**src/return_stack.sv**
```systemverilog
// intentionally empty: the return stack is the mrr_stack module
`default_nettype none
`default_nettype wire

```
**src/mrr_pkg.sv**
```systemverilog
// shared constants, opcodes and register map of the move/return/rotate unit
`default_nettype none
package mrr_pkg;
	// datapath widths
	localparam int DATA_W = 8;
	localparam int SLOT_W = 6;
	localparam int FILE_DEPTH = 64;
	localparam int PC_W = 10;
	localparam int LEVEL_W = 4;
	localparam int STACK_DEPTH_DEF = 8;
	// register port
	localparam int BUS_W = 16;
	localparam int ADDR_W = 3;
	localparam logic [ADDR_W-1:0] REG_WORK = 3'h0;
	localparam logic [ADDR_W-1:0] REG_STATUS = 3'h1;
	localparam logic [ADDR_W-1:0] REG_LEVEL = 3'h2;
	localparam logic [ADDR_W-1:0] REG_PC = 3'h3;
	localparam logic [ADDR_W-1:0] REG_PUSH = 3'h4;
	localparam logic [ADDR_W-1:0] REG_FILE_PTR = 3'h5;
	localparam logic [ADDR_W-1:0] REG_FILE_DATA = 3'h6;
	// status field positions
	localparam int ZERO_BIT = 0;
	localparam int CARRY_BIT = 1;
	localparam int GIE_BIT = 2;
	// reset values
	localparam logic [DATA_W-1:0] WORK_RESET = 8'h00;
	localparam logic [PC_W-1:0] PC_RESET = 10'h000;
	localparam logic [LEVEL_W-1:0] LEVEL_RESET = 4'h0;
	localparam logic ZERO_RESET = 1'b0;
	localparam logic CARRY_RESET = 1'b0;
	localparam logic GIE_RESET = 1'b0;
	// opcodes
	typedef enum logic [2:0] {
		OP_NOP = 3'b000,
		OP_STORE_WORKING = 3'b001,
		OP_MOVE_FILE = 3'b010,
		OP_ROT_LEFT = 3'b011,
		OP_ROT_RIGHT = 3'b100,
		OP_RET_LIT = 3'b101,
		OP_RET_IRQ = 3'b110,
		OP_SUB_EXIT = 3'b111
	} op_t;
	function automatic logic is_return(op_t op);
		return (op == OP_RET_LIT) || (op == OP_RET_IRQ) || (op == OP_SUB_EXIT);
	endfunction
endpackage
`default_nettype wire

```
**src/mrr_ports_if.sv**
```systemverilog
// internal carriers for the file memory and the return stack
`default_nettype none
interface file_port_if;
	import mrr_pkg::*;
	logic [SLOT_W-1:0] rd_addr;
	logic [DATA_W-1:0] rd_data;
	logic wr_en;
	logic [SLOT_W-1:0] wr_addr;
	logic [DATA_W-1:0] wr_data;
	modport core (output rd_addr, output wr_en, output wr_addr,
		output wr_data, input rd_data);
	modport mem (input rd_addr, input wr_en, input wr_addr,
		input wr_data, output rd_data);
endinterface

interface stack_port_if;
	import mrr_pkg::*;
	logic pop;
	logic push;
	logic [PC_W-1:0] push_data;
	logic [PC_W-1:0] top;
	logic [LEVEL_W-1:0] level;
	modport core (output pop, output push, output push_data,
		input top, input level);
	modport stack (input pop, input push, input push_data,
		output top, output level);
endinterface
`default_nettype wire

```
**src/file_memory.sv**
```systemverilog
// data file of byte slots with registered read data
`default_nettype none
module file_memory #(
	parameter int DEPTH = mrr_pkg::FILE_DEPTH
) (
	// clock and reset
	input wire logic clk,
	input wire logic rst_n,
	// access port
	file_port_if.mem port
);
	import mrr_pkg::*;

	logic [DATA_W-1:0] cells [DEPTH];
	logic [DATA_W-1:0] rd_data;
	logic [DATA_W-1:0] next_rd_data;

	if (DEPTH != (1 << SLOT_W)) begin : g_bad_depth
		$error("file depth must match slot address width");
	end

	// read before write: same-edge write is not seen here
	always_comb begin
		next_rd_data = cells[port.rd_addr];
	end

	always_ff @(posedge clk) begin
		if (port.wr_en) begin
			cells[port.wr_addr] <= port.wr_data;
		end
	end

	always_ff @(posedge clk or negedge rst_n) begin
		if (!rst_n) begin
			rd_data <= WORK_RESET;
		end else begin
			rd_data <= next_rd_data;
		end
	end

	assign port.rd_data = rd_data;
endmodule
`default_nettype wire

```
**src/mrr_stack.sv**
```systemverilog
// return address stack, entry n holds the address of level n
`default_nettype none
module mrr_stack #(
	parameter int DEPTH = mrr_pkg::STACK_DEPTH_DEF
) (
	// clock and reset
	input wire logic clk,
	input wire logic rst_n,
	// stack port
	stack_port_if.stack port
);
	import mrr_pkg::*;

	logic [PC_W-1:0] entry [1:DEPTH];
	logic [LEVEL_W-1:0] level;
	logic [LEVEL_W-1:0] next_level;
	logic do_push;

	if (DEPTH < 1 || DEPTH >= (1 << LEVEL_W)) begin : g_bad_depth
		$error("stack depth out of range for level width");
	end

	// pop uses the entry at the current level, then steps down
	always_comb begin
		do_push = port.push && !port.pop && (level < LEVEL_W'(DEPTH));
		next_level = level;
		if (port.pop && level != LEVEL_RESET) begin
			next_level = level - LEVEL_W'(1);
		end else if (do_push) begin
			next_level = level + LEVEL_W'(1);
		end
	end

	always_ff @(posedge clk or negedge rst_n) begin
		if (!rst_n) begin
			level <= LEVEL_RESET;
		end else begin
			level <= next_level;
		end
	end

	for (genvar i = 1; i <= DEPTH; i++) begin : g_entry
		logic [PC_W-1:0] next_entry;
		always_comb begin
			next_entry = entry[i];
			if (do_push && level == LEVEL_W'(i - 1)) begin
				next_entry = port.push_data;
			end
		end
		always_ff @(posedge clk or negedge rst_n) begin
			if (!rst_n) begin
				entry[i] <= PC_RESET;
			end else begin
				entry[i] <= next_entry;
			end
		end
	end

	always_comb begin
		port.top = (level == LEVEL_RESET) ? PC_RESET : entry[level];
	end

	assign port.level = level;
endmodule
`default_nettype wire

```
**src/move_return_rotate_exec.sv**
```systemverilog
// execution unit for moves, no-operation, returns and rotates
//
// The register addresses and the strobed register port are this design's own decisions.
`default_nettype none
module move_return_rotate_exec #(
	parameter int STACK_DEPTH = mrr_pkg::STACK_DEPTH_DEF
) (
	// clock and reset
	input wire logic CLK_IN,
	input wire logic RST_N_IN,
	// instruction issue
	input wire logic INSTR_VALID_IN,
	input wire mrr_pkg::op_t OPCODE_IN,
	input wire logic [mrr_pkg::SLOT_W-1:0] SLOT_IN,
	input wire logic TARGET_SEL_IN,
	input wire logic [mrr_pkg::DATA_W-1:0] LITERAL_IN,
	// register port
	input wire logic [mrr_pkg::ADDR_W-1:0] REG_ADDR_IN,
	input wire logic [mrr_pkg::BUS_W-1:0] REG_WDATA_IN,
	input wire logic REG_WR_IN,
	input wire logic REG_RD_IN,
	output logic [mrr_pkg::BUS_W-1:0] REG_RDATA_OUT,
	// core state
	output logic BUSY_OUT,
	output logic DISCARD_OUT,
	output logic [mrr_pkg::PC_W-1:0] PC_OUT,
	output logic [mrr_pkg::DATA_W-1:0] WORK_OUT,
	output logic ZERO_OUT,
	output logic CARRY_OUT,
	output logic GIE_OUT,
	output logic [mrr_pkg::LEVEL_W-1:0] LEVEL_OUT
);
	import mrr_pkg::*;

	file_port_if fport();
	stack_port_if sport();

	// issue stage
	logic take;
	logic ex_valid, next_ex_valid;
	op_t ex_op, next_ex_op;
	logic [SLOT_W-1:0] ex_slot, next_ex_slot;
	logic ex_target, next_ex_target;
	logic [DATA_W-1:0] ex_lit, next_ex_lit;
	logic hold, next_hold;
	logic discard, next_discard;
	logic fwd_hit, next_fwd_hit;
	logic [DATA_W-1:0] fwd_data, next_fwd_data;
	// execute stage
	logic [DATA_W-1:0] operand;
	logic [DATA_W-1:0] result;
	logic to_dest;
	logic [PC_W-1:0] pc, next_pc;
	logic [DATA_W-1:0] work, next_work;
	logic zero, next_zero;
	logic carry, next_carry;
	logic global_irq_enable, next_gie;
	logic [SLOT_W-1:0] sw_ptr, next_sw_ptr;
	logic sw_work_wr;
	logic sw_status_wr;
	// register read
	logic [BUS_W-1:0] rdata, next_rdata;
	logic [BUS_W-1:0] status_word;

	file_memory #(.DEPTH(FILE_DEPTH)) u_file (
		.clk(CLK_IN),
		.rst_n(RST_N_IN),
		.port(fport.mem)
	);

	mrr_stack #(.DEPTH(STACK_DEPTH)) u_stack (
		.clk(CLK_IN),
		.rst_n(RST_N_IN),
		.port(sport.stack)
	);

	assign sw_work_wr = REG_WR_IN && (REG_ADDR_IN == REG_WORK);
	assign sw_status_wr = REG_WR_IN && (REG_ADDR_IN == REG_STATUS);

	// issue: slot address goes to the memory, opcode is staged
	always_comb begin
		take = INSTR_VALID_IN && !hold;
		fport.rd_addr = SLOT_IN;
		next_ex_valid = take;
		next_ex_op = OPCODE_IN;
		next_ex_slot = SLOT_IN;
		next_ex_target = TARGET_SEL_IN;
		next_ex_lit = LITERAL_IN;
		next_hold = take && is_return(OPCODE_IN);
		next_discard = INSTR_VALID_IN && hold;
		next_fwd_hit = take && fport.wr_en && (fport.wr_addr == SLOT_IN);
		next_fwd_data = fport.wr_data;
	end

	always_ff @(posedge CLK_IN or negedge RST_N_IN) begin
		if (!RST_N_IN) begin
			ex_valid <= 1'b0;
			ex_op <= OP_NOP;
			ex_slot <= '0;
			ex_target <= 1'b0;
			ex_lit <= WORK_RESET;
			hold <= 1'b0;
			discard <= 1'b0;
			fwd_hit <= 1'b0;
			fwd_data <= WORK_RESET;
		end else begin
			ex_valid <= next_ex_valid;
			ex_op <= next_ex_op;
			ex_slot <= next_ex_slot;
			ex_target <= next_ex_target;
			ex_lit <= next_ex_lit;
			hold <= next_hold;
			discard <= next_discard;
			fwd_hit <= next_fwd_hit;
			fwd_data <= next_fwd_data;
		end
	end

	// execute: instruction effects override software writes
	always_comb begin
		operand = fwd_hit ? fwd_data : fport.rd_data;
		result = operand;
		to_dest = 1'b0;
		next_pc = pc;
		next_work = sw_work_wr ? REG_WDATA_IN[DATA_W-1:0] : work;
		next_zero = sw_status_wr ? REG_WDATA_IN[ZERO_BIT] : zero;
		next_carry = sw_status_wr ? REG_WDATA_IN[CARRY_BIT] : carry;
		next_gie = sw_status_wr ? REG_WDATA_IN[GIE_BIT] : global_irq_enable;
		next_sw_ptr = (REG_WR_IN && REG_ADDR_IN == REG_FILE_PTR) ?
			REG_WDATA_IN[SLOT_W-1:0] : sw_ptr;
		fport.wr_en = 1'b0;
		fport.wr_addr = ex_slot;
		fport.wr_data = work;
		sport.pop = 1'b0;
		if (ex_valid) begin
			case (ex_op)
				OP_NOP: begin
					next_pc = pc + 10'h001;
				end
				OP_STORE_WORKING: begin
					fport.wr_en = 1'b1;
					fport.wr_data = work;
					next_pc = pc + 10'h001;
				end
				OP_MOVE_FILE: begin
					result = operand;
					to_dest = 1'b1;
					next_zero = (operand == 8'h00);
					next_pc = pc + 10'h001;
				end
				OP_ROT_LEFT: begin
					result = {operand[6:0], carry};
					next_carry = operand[7];
					to_dest = 1'b1;
					next_pc = pc + 10'h001;
				end
				OP_ROT_RIGHT: begin
					result = {carry, operand[7:1]};
					next_carry = operand[0];
					to_dest = 1'b1;
					next_pc = pc + 10'h001;
				end
				OP_RET_LIT: begin
					next_work = ex_lit;
					next_gie = 1'b1;
					sport.pop = 1'b1;
					next_pc = sport.top;
				end
				OP_RET_IRQ: begin
					next_gie = 1'b1;
					sport.pop = 1'b1;
					next_pc = sport.top;
				end
				OP_SUB_EXIT: begin
					sport.pop = 1'b1;
					next_pc = sport.top;
				end
				default: begin
					next_pc = pc;
				end
			endcase
		end
		if (to_dest) begin
			if (ex_target) begin
				fport.wr_en = 1'b1;
				fport.wr_data = result;
			end else begin
				next_work = result;
			end
		end
		// software slot write only when the instruction leaves the port
		if (!fport.wr_en && REG_WR_IN && REG_ADDR_IN == REG_FILE_DATA) begin
			fport.wr_en = 1'b1;
			fport.wr_addr = sw_ptr;
			fport.wr_data = REG_WDATA_IN[DATA_W-1:0];
		end
		sport.push = REG_WR_IN && (REG_ADDR_IN == REG_PUSH);
		sport.push_data = REG_WDATA_IN[PC_W-1:0];
	end

	always_ff @(posedge CLK_IN or negedge RST_N_IN) begin
		if (!RST_N_IN) begin
			pc <= PC_RESET;
			work <= WORK_RESET;
			zero <= ZERO_RESET;
			carry <= CARRY_RESET;
			global_irq_enable <= GIE_RESET;
			sw_ptr <= '0;
		end else begin
			pc <= next_pc;
			work <= next_work;
			zero <= next_zero;
			carry <= next_carry;
			global_irq_enable <= next_gie;
			sw_ptr <= next_sw_ptr;
		end
	end

	// register read, data valid only in the cycle after the strobe
	always_comb begin
		status_word = '0;
		status_word[ZERO_BIT] = zero;
		status_word[CARRY_BIT] = carry;
		status_word[GIE_BIT] = global_irq_enable;
		next_rdata = '0;
		if (REG_RD_IN) begin
			case (REG_ADDR_IN)
				REG_WORK: next_rdata = BUS_W'(work);
				REG_STATUS: next_rdata = status_word;
				REG_LEVEL: next_rdata = BUS_W'(sport.level);
				REG_PC: next_rdata = BUS_W'(pc);
				REG_FILE_PTR: next_rdata = BUS_W'(sw_ptr);
				default: next_rdata = '0;
			endcase
		end
	end

	always_ff @(posedge CLK_IN or negedge RST_N_IN) begin
		if (!RST_N_IN) begin
			rdata <= '0;
		end else begin
			rdata <= next_rdata;
		end
	end

	assign REG_RDATA_OUT = rdata;
	assign BUSY_OUT = hold;
	assign DISCARD_OUT = discard;
	assign PC_OUT = pc;
	assign WORK_OUT = work;
	assign ZERO_OUT = zero;
	assign CARRY_OUT = carry;
	assign GIE_OUT = global_irq_enable;
	assign LEVEL_OUT = sport.level;
endmodule
`default_nettype wire

```
**config.mk**
```make
export PLATFORM = sky130hd
export DESIGN_NAME = move_return_rotate_exec
export DESIGN_NICKNAME = d
export VERILOG_FILES = /design/src/return_stack.sv /design/src/mrr_pkg.sv /design/src/mrr_ports_if.sv /design/src/file_memory.sv /design/src/mrr_stack.sv /design/src/move_return_rotate_exec.sv
export SDC_FILE = /design/constraint.sdc
export NUM_CORES = 1
export LEC_CHECK = 0
export ABC_CLOCK_PERIOD_IN_PS = 7600
export BUFFER_PORTS_ARGS = -buffer_cell sky130_fd_sc_hd__clkbuf_2
export CAP_MARGIN = 20
export CELL_PAD_IN_SITES_DETAIL_PLACEMENT = 1
export CELL_PAD_IN_SITES_GLOBAL_PLACEMENT = 1
export CORE_MARGIN = 2
export CORE_UTILIZATION = 39
export DETAILED_ROUTE_END_ITERATION = 8
export GPL_TIMING_DRIVEN = 0
export PLACE_DENSITY_LB_ADDON = 0.1
export REMOVE_ABC_BUFFERS = 1
export SKIP_CTS_REPAIR_TIMING = 1
export SYNTH_ARGS = -nofsm -noshare
export SYNTH_HDL_FRONTEND = slang
export SYNTH_HIERARCHICAL = 1
export SYNTH_SLANG_ARGS = --single-unit
export TNS_END_PERCENT = 50
```
**constraint.sdc**
```tcl
create_clock -name CLK_IN -period 7.6 [get_ports CLK_IN]
set_clock_uncertainty 0.05 [all_clocks]
set_input_delay 0.38 -clock CLK_IN [delete_from_list [all_inputs] [get_ports CLK_IN]]
set_output_delay 0.38 -clock CLK_IN [all_outputs]
set_load 0.05 [all_outputs]
```
==> results of run 1 <==
-- flip-flops by register name (all words and copies together), names as in the netlist, 6 cells and up --
signal,flops
ex_lit,8
u_stack/entry,80
u_file/port.rd_data,8
REG_RDATA_OUT,10
sw_ptr,6
ex_slot,6
PC_OUT,10
u_file/cells,512
fwd_data,8
WORK_OUT,8
-- metrics by stage --
| step | hold WS [ns] | instances | util | cell area, sq um |
|---|---|---|---|---|
| 2_1_floorplan | 0.03441 | 1503 | - | 27350 |
| 3_3_place_gp | 0.4126 | 2525 | 0.4063 | 28900 |
| 3_5_place_dp | 0.4331 | 2545 | 0.4127 | 29350 |
| 4_1_cts | -0.2418 | 2686 | 0.4474 | 31820 |
| 5_1_grt | 0.03086 | 2703 | 0.4498 | 31990 |
| 6_report | 0.02508 | 2703 | 0.4498 | 31990 |
-- power groups by stage --
stage | sequential [uW] | clock (uW) | combinational, uW
CTS | 4390 | 3730 | 1170
global route | 4400 | 3860 | 1260
global placement | 4540 | 0 | 1020
detailed placement | 4460 | 0 | 1170
finish | 4390 | 3620 | 1160
floorplan | 4570 | 0 | 499
-- kinds of logic (layout without fill, tap and decap cells) --
logic type,count (synthesis),count (layout)
buffers and inverters,98,258
AOI/OAI and AO/OA,192,192
other,1,6
muxes,305,305
xor gates and xnor gates,7,7
adders and majority gates,6,6
and+or+nand+nor,308,308
DFF,671,671
-- layout make-up --
class | instances | area (sq um) | area share
clock buffer | 106 | 2108 | 0.06591
clock inverter | 35 | 365.4 | 0.01142
multi-input combinational | 824 | 7978 | 0.2494
inverter | 8 | 30.03 | 0.0009387
sequential | 671 | 19360 | 0.6051
tap | 950 | 1189 | 0.03716
timing repair buffer | 109 | 962.2 | 0.03008
-- worst min path at each step --
stage	from	endpoint	slack [ns]	cells past startpoint
after floorplan	RST_N_IN	BUSY_OUT	0.03	0
after global placement	u_stack/entry[18]	u_stack/entry[18]	0.41	1
after detailed placement	RST_N_IN	u_stack/entry[79]	0.43	1
after CTS	RST_N_IN	u_stack/entry[59]	-0.24	1
after global routing	SLOT_IN[0]	ex_slot[0]	0.03	1
final	SLOT_IN[0]	ex_slot[0]	0.03	1
-- synth_stat cells (4+ instances only) --
| library cell | count | area share |
|---|---|---|
| nor2_4 | 4 | 0.0016 |
| inv_1 | 8 | 0.0011 |
| buf_1 | 6 | 0.00081 |
| nand2_1 | 84 | 0.011 |
| clkbuf_1 | 29 | 0.0039 |
| buf_4 | 24 | 0.0065 |
| o22ai_1 | 23 | 0.0052 |
| xnor2_1 | 5 | 0.0016 |
| o21ai_1 | 4 | 0.00072 |
| o211ai_1 | 10 | 0.0027 |
| a22oi_1 | 13 | 0.0035 |
| mux2i_1 | 54 | 0.019 |
| a221oi_1 | 7 | 0.0022 |
| and3_1 | 7 | 0.0016 |
| a31oi_1 | 13 | 0.0029 |
| mux4_2 | 136 | 0.11 |
| nor2b_1 | 20 | 0.0045 |
| dfrtp_1 | 159 | 0.14 |
| o221ai_1 | 8 | 0.0025 |
| edfxtp_1 | 512 | 0.55 |
| nand3_1 | 21 | 0.0038 |
| nand3b_1 | 6 | 0.0016 |
| a21oi_1 | 34 | 0.0061 |
| buf_6 | 7 | 0.0028 |
| buf_2 | 22 | 0.0040 |
| a211o_1 | 10 | 0.0031 |
| a221o_1 | 6 | 0.0022 |
| nor3_1 | 11 | 0.0020 |
| a211oi_1 | 4 | 0.0011 |
| o21ai_0 | 36 | 0.0065 |
| nand2b_1 | 10 | 0.0022 |
| mux2_2 | 111 | 0.045 |
| nor2_1 | 100 | 0.013 |
| nor3b_1 | 4 | 0.0011 |
| ha_1 | 6 | 0.0027 |
| and2_1 | 4 | 0.00090 |
-- worst max-delay path: stages (launching register included) --
cell     delay [ns]
dfrtp_1        0.56
and3b_1        0.28
o31a_1         0.34
o22ai_1        0.84
nand4_1        0.96
nor2_1         1.05
-- routing by layer --
layer | wire, um | vias to the layer above
met3 | 3187 | 77
met5 | 0 | -
met1 | 34320 | 8024
met4 | 1253 | 0
li1 | - | 6513
met2 | 34100 | 329
==> metrics.csv, run 1 <==
metric,value,unit
worst skew pair latency,0.63,ns
largest family of logic cells by synthesized area,multiplexers,
clk root buf,clkbuf_16,
global-route track usage on met2,0.3102,
Num CTS Buffers,77,
vias in the first global route,15790,
die width,271.3,um
Setup WS pre-CTS,3.175,ns
power share of the combinational group,0.126,
Cells after Synth,1588,
CP required,7.78,ns
sequential share of the synthesized area,0.6944,
fin nets,1739,
CTS tree,done,
worst slew margin relative to its limit,0.2482,
site row count,98,
setup TNS,0,ns
first-pass GRT wire length,108000,um
via count,14940,
# port buffers,72,
"CTS clk-pin slew, worst paths",0.06,ns
CP Max Fanout,11,
Max Freq,222.8,MHz
WS Path Type,register to register,
cell area power density,286.7,nW/um^2
DP HPWL,45250,um
Reg2Reg Depth,5,
Worst Setup SP,ex_op[2],
CTS H-tree depth,3,
"FF+latch count, synth",671,
Critical Path Start Type,register,
NetSw,2423,uW
internal power,6749,uW
ys flop type,edfxtp_1,
"commonest non-fill, non-tap cell in the layout",edfxtp_1,
DRT iter0 DRCs,1082,
Yosys Warn Count,6,
RSZ-0062 raised after global routing,no,
endpoint of the worst register-to-register path,u_file/cells[7][0],
Synth Area in Compound Gates,0.04673,
die area,73620,sq um
number of remaining DRC errors,0,
Worst Tran Pin Value,1.124,ns
leakage power,0.01123,uW
routability cong.,0.7839,
GRT met3 Usage,0.03069,
fraction of layout cells with a size suffix above 1,0.2721,
"Most Used Layer, Global Route",met2,
CTS Sinks,671,
Synth Cell Area,27870,sq um
Hold/Removal Path Class,primary input to register,
total track usage,0.1996,
fin worst setup slack,3.112,ns
pin count of the biggest net entering global routing,84,
ANT nets after route,0,
Routed WL,72860,um
Hold Fails Final Rpt,0,
core area,71120,sq um
Setup crit end,u_file/cells[7][0],
Post-Synth XOR/XNOR Area,0.002200,
MaxCap Viol Count,0,
global route total overflow,0,
Worst VDD drop,0.0002024,V
clock share of power,0.395,
Crit. End Element,register,
Period minus WS final,4.488,ns
Via density,5.528,
sequential share of power,0.479,
Tcrit/Tclk final,0.5906,
First-pass DRT Iterations,5,
IO Pins,85,
Die Y,271.3,um
Filler cells,6824,
GRT met1 Usage,0.2943,
initial antenna violation count,0,
Worst Path Arrival,4.67,ns
deepest clock path buffer count,3,
Final setup viols,0,
Mapped Avg Cell Area,17.55,sq um
Final Power,9172,uW
Net Sw Frac,0.2642,
DR WL/cell,26.96,um
Synth async-reset ratio,0.2370,
r2r setup slk,3.11,ns
post-synth cell types,77,
Post-synth EDFFs,512,
most frequent cells in the layout,"edfxtp_1 (512), dfrtp_1 (157), mux4_2 (136), mux2_2 (111), nor2_1 (99)",
mux contribution to synthesized area,0.1760,
Initial Util,0.3919,
area delta synth->final,14.77,%
outcome,"complete, no violations",
final max-slew violation count,0,
Worst R2R Start,ex_op[2],
Simple-Gate Fraction of Synth Area,0.05733,
Synth Area in Adders,0.002694,
diode count,0,
No activity file was read; power rests on OpenSTA's default activity.
==> run 2: changes to the inputs <==
ABC_CLOCK_PERIOD_IN_PS = 4650   (was 7600)
clock period = 4.65 ns   (was 7.6 ns; I/O delays follow)
==> run 2 against run 1 <==
  * Worst hold slack worse by 0.0082 ns
  * Highest routed layer unchanged
  * Largest power group unchanged
  * Largest cell class unchanged
  * Fmax is 0.26% lower
  * Combinational power increased by 63%
==> metrics.csv, run 2 (synthesis gave the netlist of run 1 again) <==
metric,value,unit
outcome,"complete, no violations",
First-pass DRT Iterations,5,
Net Sw Frac,0.2641,
Num CTS Buffers,77,
Hold/Removal Path Class,primary input to register,
internal power,11030,uW
clock share of power,0.395,
die width,271.3,um
Initial Util,0.3919,
fraction of layout cells with a size suffix above 1,0.2716,
Tcrit/Tclk final,0.9678,
fin nets,1742,
IO Pins,85,
biggest regs,"u_file/cells (512), u_stack/entry (80)",
diode count,0,
post-route cell area,32020,sq um
deepest clock path buffer count,3,
fin worst setup slack,0.1499,ns
MaxCap Viol Count,0,
Hold Fails Final Rpt,0,
# port buffers,72,
number of remaining DRC errors,0,
Period minus WS final,4.500,ns
CP required,4.85,ns
number of flip-flops in the largest register,512,
largest register by flop count,u_file/cells,
Worst Path Arrival,4.70,ns
pin count of the biggest net entering global routing,84,
most frequent cells in the layout,"edfxtp_1 (512), dfrtp_1 (157), mux4_2 (136), mux2_2 (111), nor2_1 (99)",
power share of the combinational group,0.126,
vias in the first global route,15790,
total track usage,0.1996,
clk root buf,clkbuf_16,
site row count,98,
worst skew pair latency,0.63,ns
Critical Path Start Type,register,
DP HPWL,45250,um
NetSw,3959,uW
die area,73620,sq um
CTS H-tree depth,3,
initial antenna violation count,0,
leakage power,0.01124,uW
"CTS clk-pin slew, worst paths",0.06,ns
"commonest non-fill, non-tap cell in the layout",edfxtp_1,
core area,71120,sq um
DP Area,29350,sq um
Non-Filler Instances,2706,
ANT nets after route,0,
Routed WL,72890,um
CTS tree,done,
routability cong.,0.7839,
global route total overflow,0,
Die Y,271.3,um
Setup WS pre-CTS,0.2246,ns
via count,14970,
sequential share of power,0.479,
Final setup viols,0,
area delta synth->final,14.88,%
Crit. End Element,register,
Via density,5.531,
final max-slew violation count,0,
first-pass GRT wire length,108000,um
WS Path Type,register to register,
DR WL/cell,26.94,um
worst slew margin relative to its limit,0.2615,
cell area power density,468.2,nW/um^2
Worst Tran Pin Value,1.104,ns
RSZ-0062 raised after global routing,no,
DRT iter0 DRCs,1139,
Worst VDD drop,0.0003308,V
placed cell count,2545,
Max Freq,222.2,MHz
CP Max Fanout,11,
CTS Sinks,671,
==> run 2: layer usage <==
metal / global-route usage / vias up / part of all wire
li1: - / 6527 / -
met1: 0.2943 / 8035 / 0.47
met2: 0.3102 / 329 / 0.47
met3: 0.03069 / 77 / 0.044
met4: 0.05234 / 0 / 0.017
met5: 0 / - / 0
==> run 2: path summary, 6_finish.rpt <==
kind                                   start                   to  slack, ns  depth (start not counted)
setup / recovery                    ex_op[2]  u_file/cells[59][6]       0.15                          6
hold / removal                    SLOT_IN[2]           ex_slot[2]       0.02                          2
setup reg to reg                    ex_op[2]  u_file/cells[59][6]       0.15                          6
hold reg to reg            u_stack/entry[18]    u_stack/entry[18]       0.45                          1
max in group asynchronous           RST_N_IN    u_stack/entry[15]       3.52                          3
min in group asynchronous           RST_N_IN    u_stack/entry[59]       0.19                          2
==> run 2: cell type report <==
| cell class | instances | area [sq um] |
|---|---|---|
| fillers | 6824 | 39100 |
| flip-flops and latches | 671 | 19360 |
| multi-input cells | 824 | 7978 |
| clock buffers | 106 | 2108 |
| well taps | 950 | 1189 |
| repair buffers | 112 | 992.2 |
| clock inverters | 35 | 365.4 |
| inverters | 8 | 30.03 |
==> run 2: worst max-delay path: stages (launching register included) <==
cell and delay [ns]:
dfrtp_1 0.56, and3b_1 0.28, o31a_1 0.34, o22ai_1 0.84, nor2b_1 0.29, nand3_1 0.64, nor2_1 1.11
==> run 2: power by group through the flow <==
stage                     Combinational, uW  Clock [uW]  Sequential, uW
final                                  1890        5920            7180
after global routing                   2060        6310            7200
after CTS                              1920        6100            7180
after detailed placement               1920           0            7300
after global placement                 1670           0            7410
after floorplan                         816           0            7470
==> run 2: stage by stage <==
| step | hold slack [ns] | util | power, uW | TNS (ns) |
|---|---|---|---|---|
| 2_1_floorplan | -0.1131 | - | 8287 | 0 |
| 3_3_place_gp | 0.2924 | 0.4063 | 9080 | -18.23 |
| 3_5_place_dp | 0.2870 | 0.4127 | 9214 | 0 |
| 4_1_cts | -0.3893 | 0.4474 | 15190 | 0 |
| 5_1_grt | 0.01512 | 0.4502 | 15570 | 0 |
| 6_report | 0.01685 | 0.4502 | 14990 | 0 |
==> run 3: changes to the inputs <==
SETUP_SLACK_MARGIN = 0.3   (was default)
==> run 3 against run 2 <==
  * Largest cell class unchanged
  * Non-clock buffer count up 3
  * Sequential power about the same
  * Global-route usage unchanged
  * Final cell count up 0.11%
  * Wire length about the same
  * Power about the same
  * Via count about the same
  * Fmax up 1.2%
  * Core utilization up 0.056 points
==> metrics.csv, run 3 (synthesis gave the netlist of run 1 again) <==
metric,value,unit
# port buffers,72,
CP required,4.83,ns
vias in the first global route,15790,
largest register by flop count,u_file/cells,
worst skew pair latency,0.63,ns
leakage power,0.01125,uW
NetSw,3959,uW
die width,271.3,um
Die Y,271.3,um
Tcrit/Tclk final,0.9563,
Critical Path Start Type,register,
power share of the combinational group,0.126,
diode count,0,
Worst R2R Start,ex_op[2],
total track usage,0.1996,
cell area power density,467.6,nW/um^2
Worst Setup SP,ex_op[2],
DRT iter0 DRCs,1080,
CTS tree,done,
Setup WS pre-CTS,0.2246,ns
placed cell count,2545,
CP Max Fanout,11,
site row count,98,
CTS Sinks,671,
MaxCap Viol Count,0,
Hold/Removal Path Class,primary input to register,
number of flip-flops in the largest register,512,
first-pass GRT wire length,108000,um
setup TNS,0,ns
IO Pins,85,
Final setup viols,0,
routability cong.,0.7839,
"CTS clk-pin slew, worst paths",0.05,ns
Hold Fails Final Rpt,0,
clk root buf,clkbuf_16,
Crit. End Element,register,
final core occ,0.4508,
core area,71120,sq um
internal power,11030,uW
biggest regs,"u_file/cells (512), u_stack/entry (80)",
Worst VDD drop,0.0003308,V
ANT nets after route,0,
First-pass DRT Iterations,5,
Worst Tran Pin Value,1.096,ns
die area,73620,sq um
global route total overflow,0,
Period minus WS final,4.447,ns
fin worst setup slack,0.2032,ns
Reg2Reg Depth,6,
Num CTS Buffers,77,
fin nets,1745,
Via density,5.522,
number of remaining DRC errors,0,
Final Power,14990,uW
r2r setup slk,0.20,ns
Net Sw Frac,0.2641,
RSZ-0062 raised after global routing,yes,
Setup crit end,u_file/cells[11][1],
pin count of the biggest net entering global routing,84,
deepest clock path buffer count,3,
outcome,"complete, no violations",
via count,14960,
endpoint of the worst register-to-register path,u_file/cells[11][1],
DP HPWL,45250,um
initial antenna violation count,0,
final max-slew violation count,0,
most frequent cells in the layout,"edfxtp_1 (512), dfrtp_1 (157), mux4_2 (136), mux2_2 (111), nor2_1 (92)",
fraction of layout cells with a size suffix above 1,0.2769,
Max Freq,224.9,MHz
WS Path Type,register to register,
Worst Path Arrival,4.62,ns
Non-Filler Instances,2709,
Initial Util,0.3919,
sequential share of power,0.479,
worst slew margin relative to its limit,0.2666,
area delta synth->final,15.03,%
CTS H-tree depth,3,
DR WL/cell,26.91,um
clock share of power,0.395,
"commonest non-fill, non-tap cell in the layout",edfxtp_1,
Routed WL,72910,um
-- run 3: cell count changes in the layout (fill, tap and decap cells not counted), sizes merged --
cell and change:
buf +3
-- run 3: routing by layer --
metal	global-route usage	up-vias	part of all wire
li1	-	6531	-
met3	0.03069	77	0.044
met1	0.2943	8035	0.47
met2	0.3102	316	0.47
met5	0	-	0
met4	0.05234	0	0.017
-- run 3: final cells by class --
class	count	area (sq um)
clock buffer	106	2108
sequential	671	19360
inverter	8	30.03
fill	6824	39060
multi-input combinational	824	7995
clock inverter	35	365.4
timing repair buffer	115	1015
tap	950	1189
-- run 3: power by group through the flow --
| stage | Clock, uW | Sequential [uW] | Combinational [uW] |
|---|---|---|---|
| after CTS | 6100 | 7180 | 1920 |
| after detailed placement | 0 | 7300 | 1920 |
| after floorplan | 0 | 7470 | 816 |
| final | 5930 | 7180 | 1890 |
| after global routing | 6310 | 7200 | 2060 |
| after global placement | 0 | 7410 | 1670 |
-- run 3: how the worst min path moves through the flow --
stage / depth (start not counted) / start / slack, ns / to
after detailed placement: 1 / RST_N_IN / 0.29 / u_stack/entry[79]
final: 2 / SLOT_IN[2] / 0.01 / ex_slot[2]
after CTS: 1 / RST_N_IN / -0.39 / u_stack/entry[59]
after global routing: 2 / SLOT_IN[2] / 0.02 / ex_slot[2]
after global placement: 1 / LITERAL_IN[2] / 0.29 / ex_lit[2]
after floorplan: 0 / RST_N_IN / -0.11 / BUSY_OUT
-- run 3: metrics by stage --
step | cell area [sq um] | hold slack [ns]
4_1_cts | 31820 | -0.3893
6_report | 32060 | 0.01088
3_3_place_gp | 28900 | 0.2924
5_1_grt | 32060 | 0.01512
2_1_floorplan | 27350 | -0.1131
3_5_place_dp | 29350 | 0.2870
-- run 3: critical path: stages (launching register included) --
cell     delay, ns
dfrtp_1       0.56
and3b_1       0.28
o31a_1        0.34
o22ai_1       0.83
nor2b_1       0.30
nand3_1       0.64
nor2_1        1.03
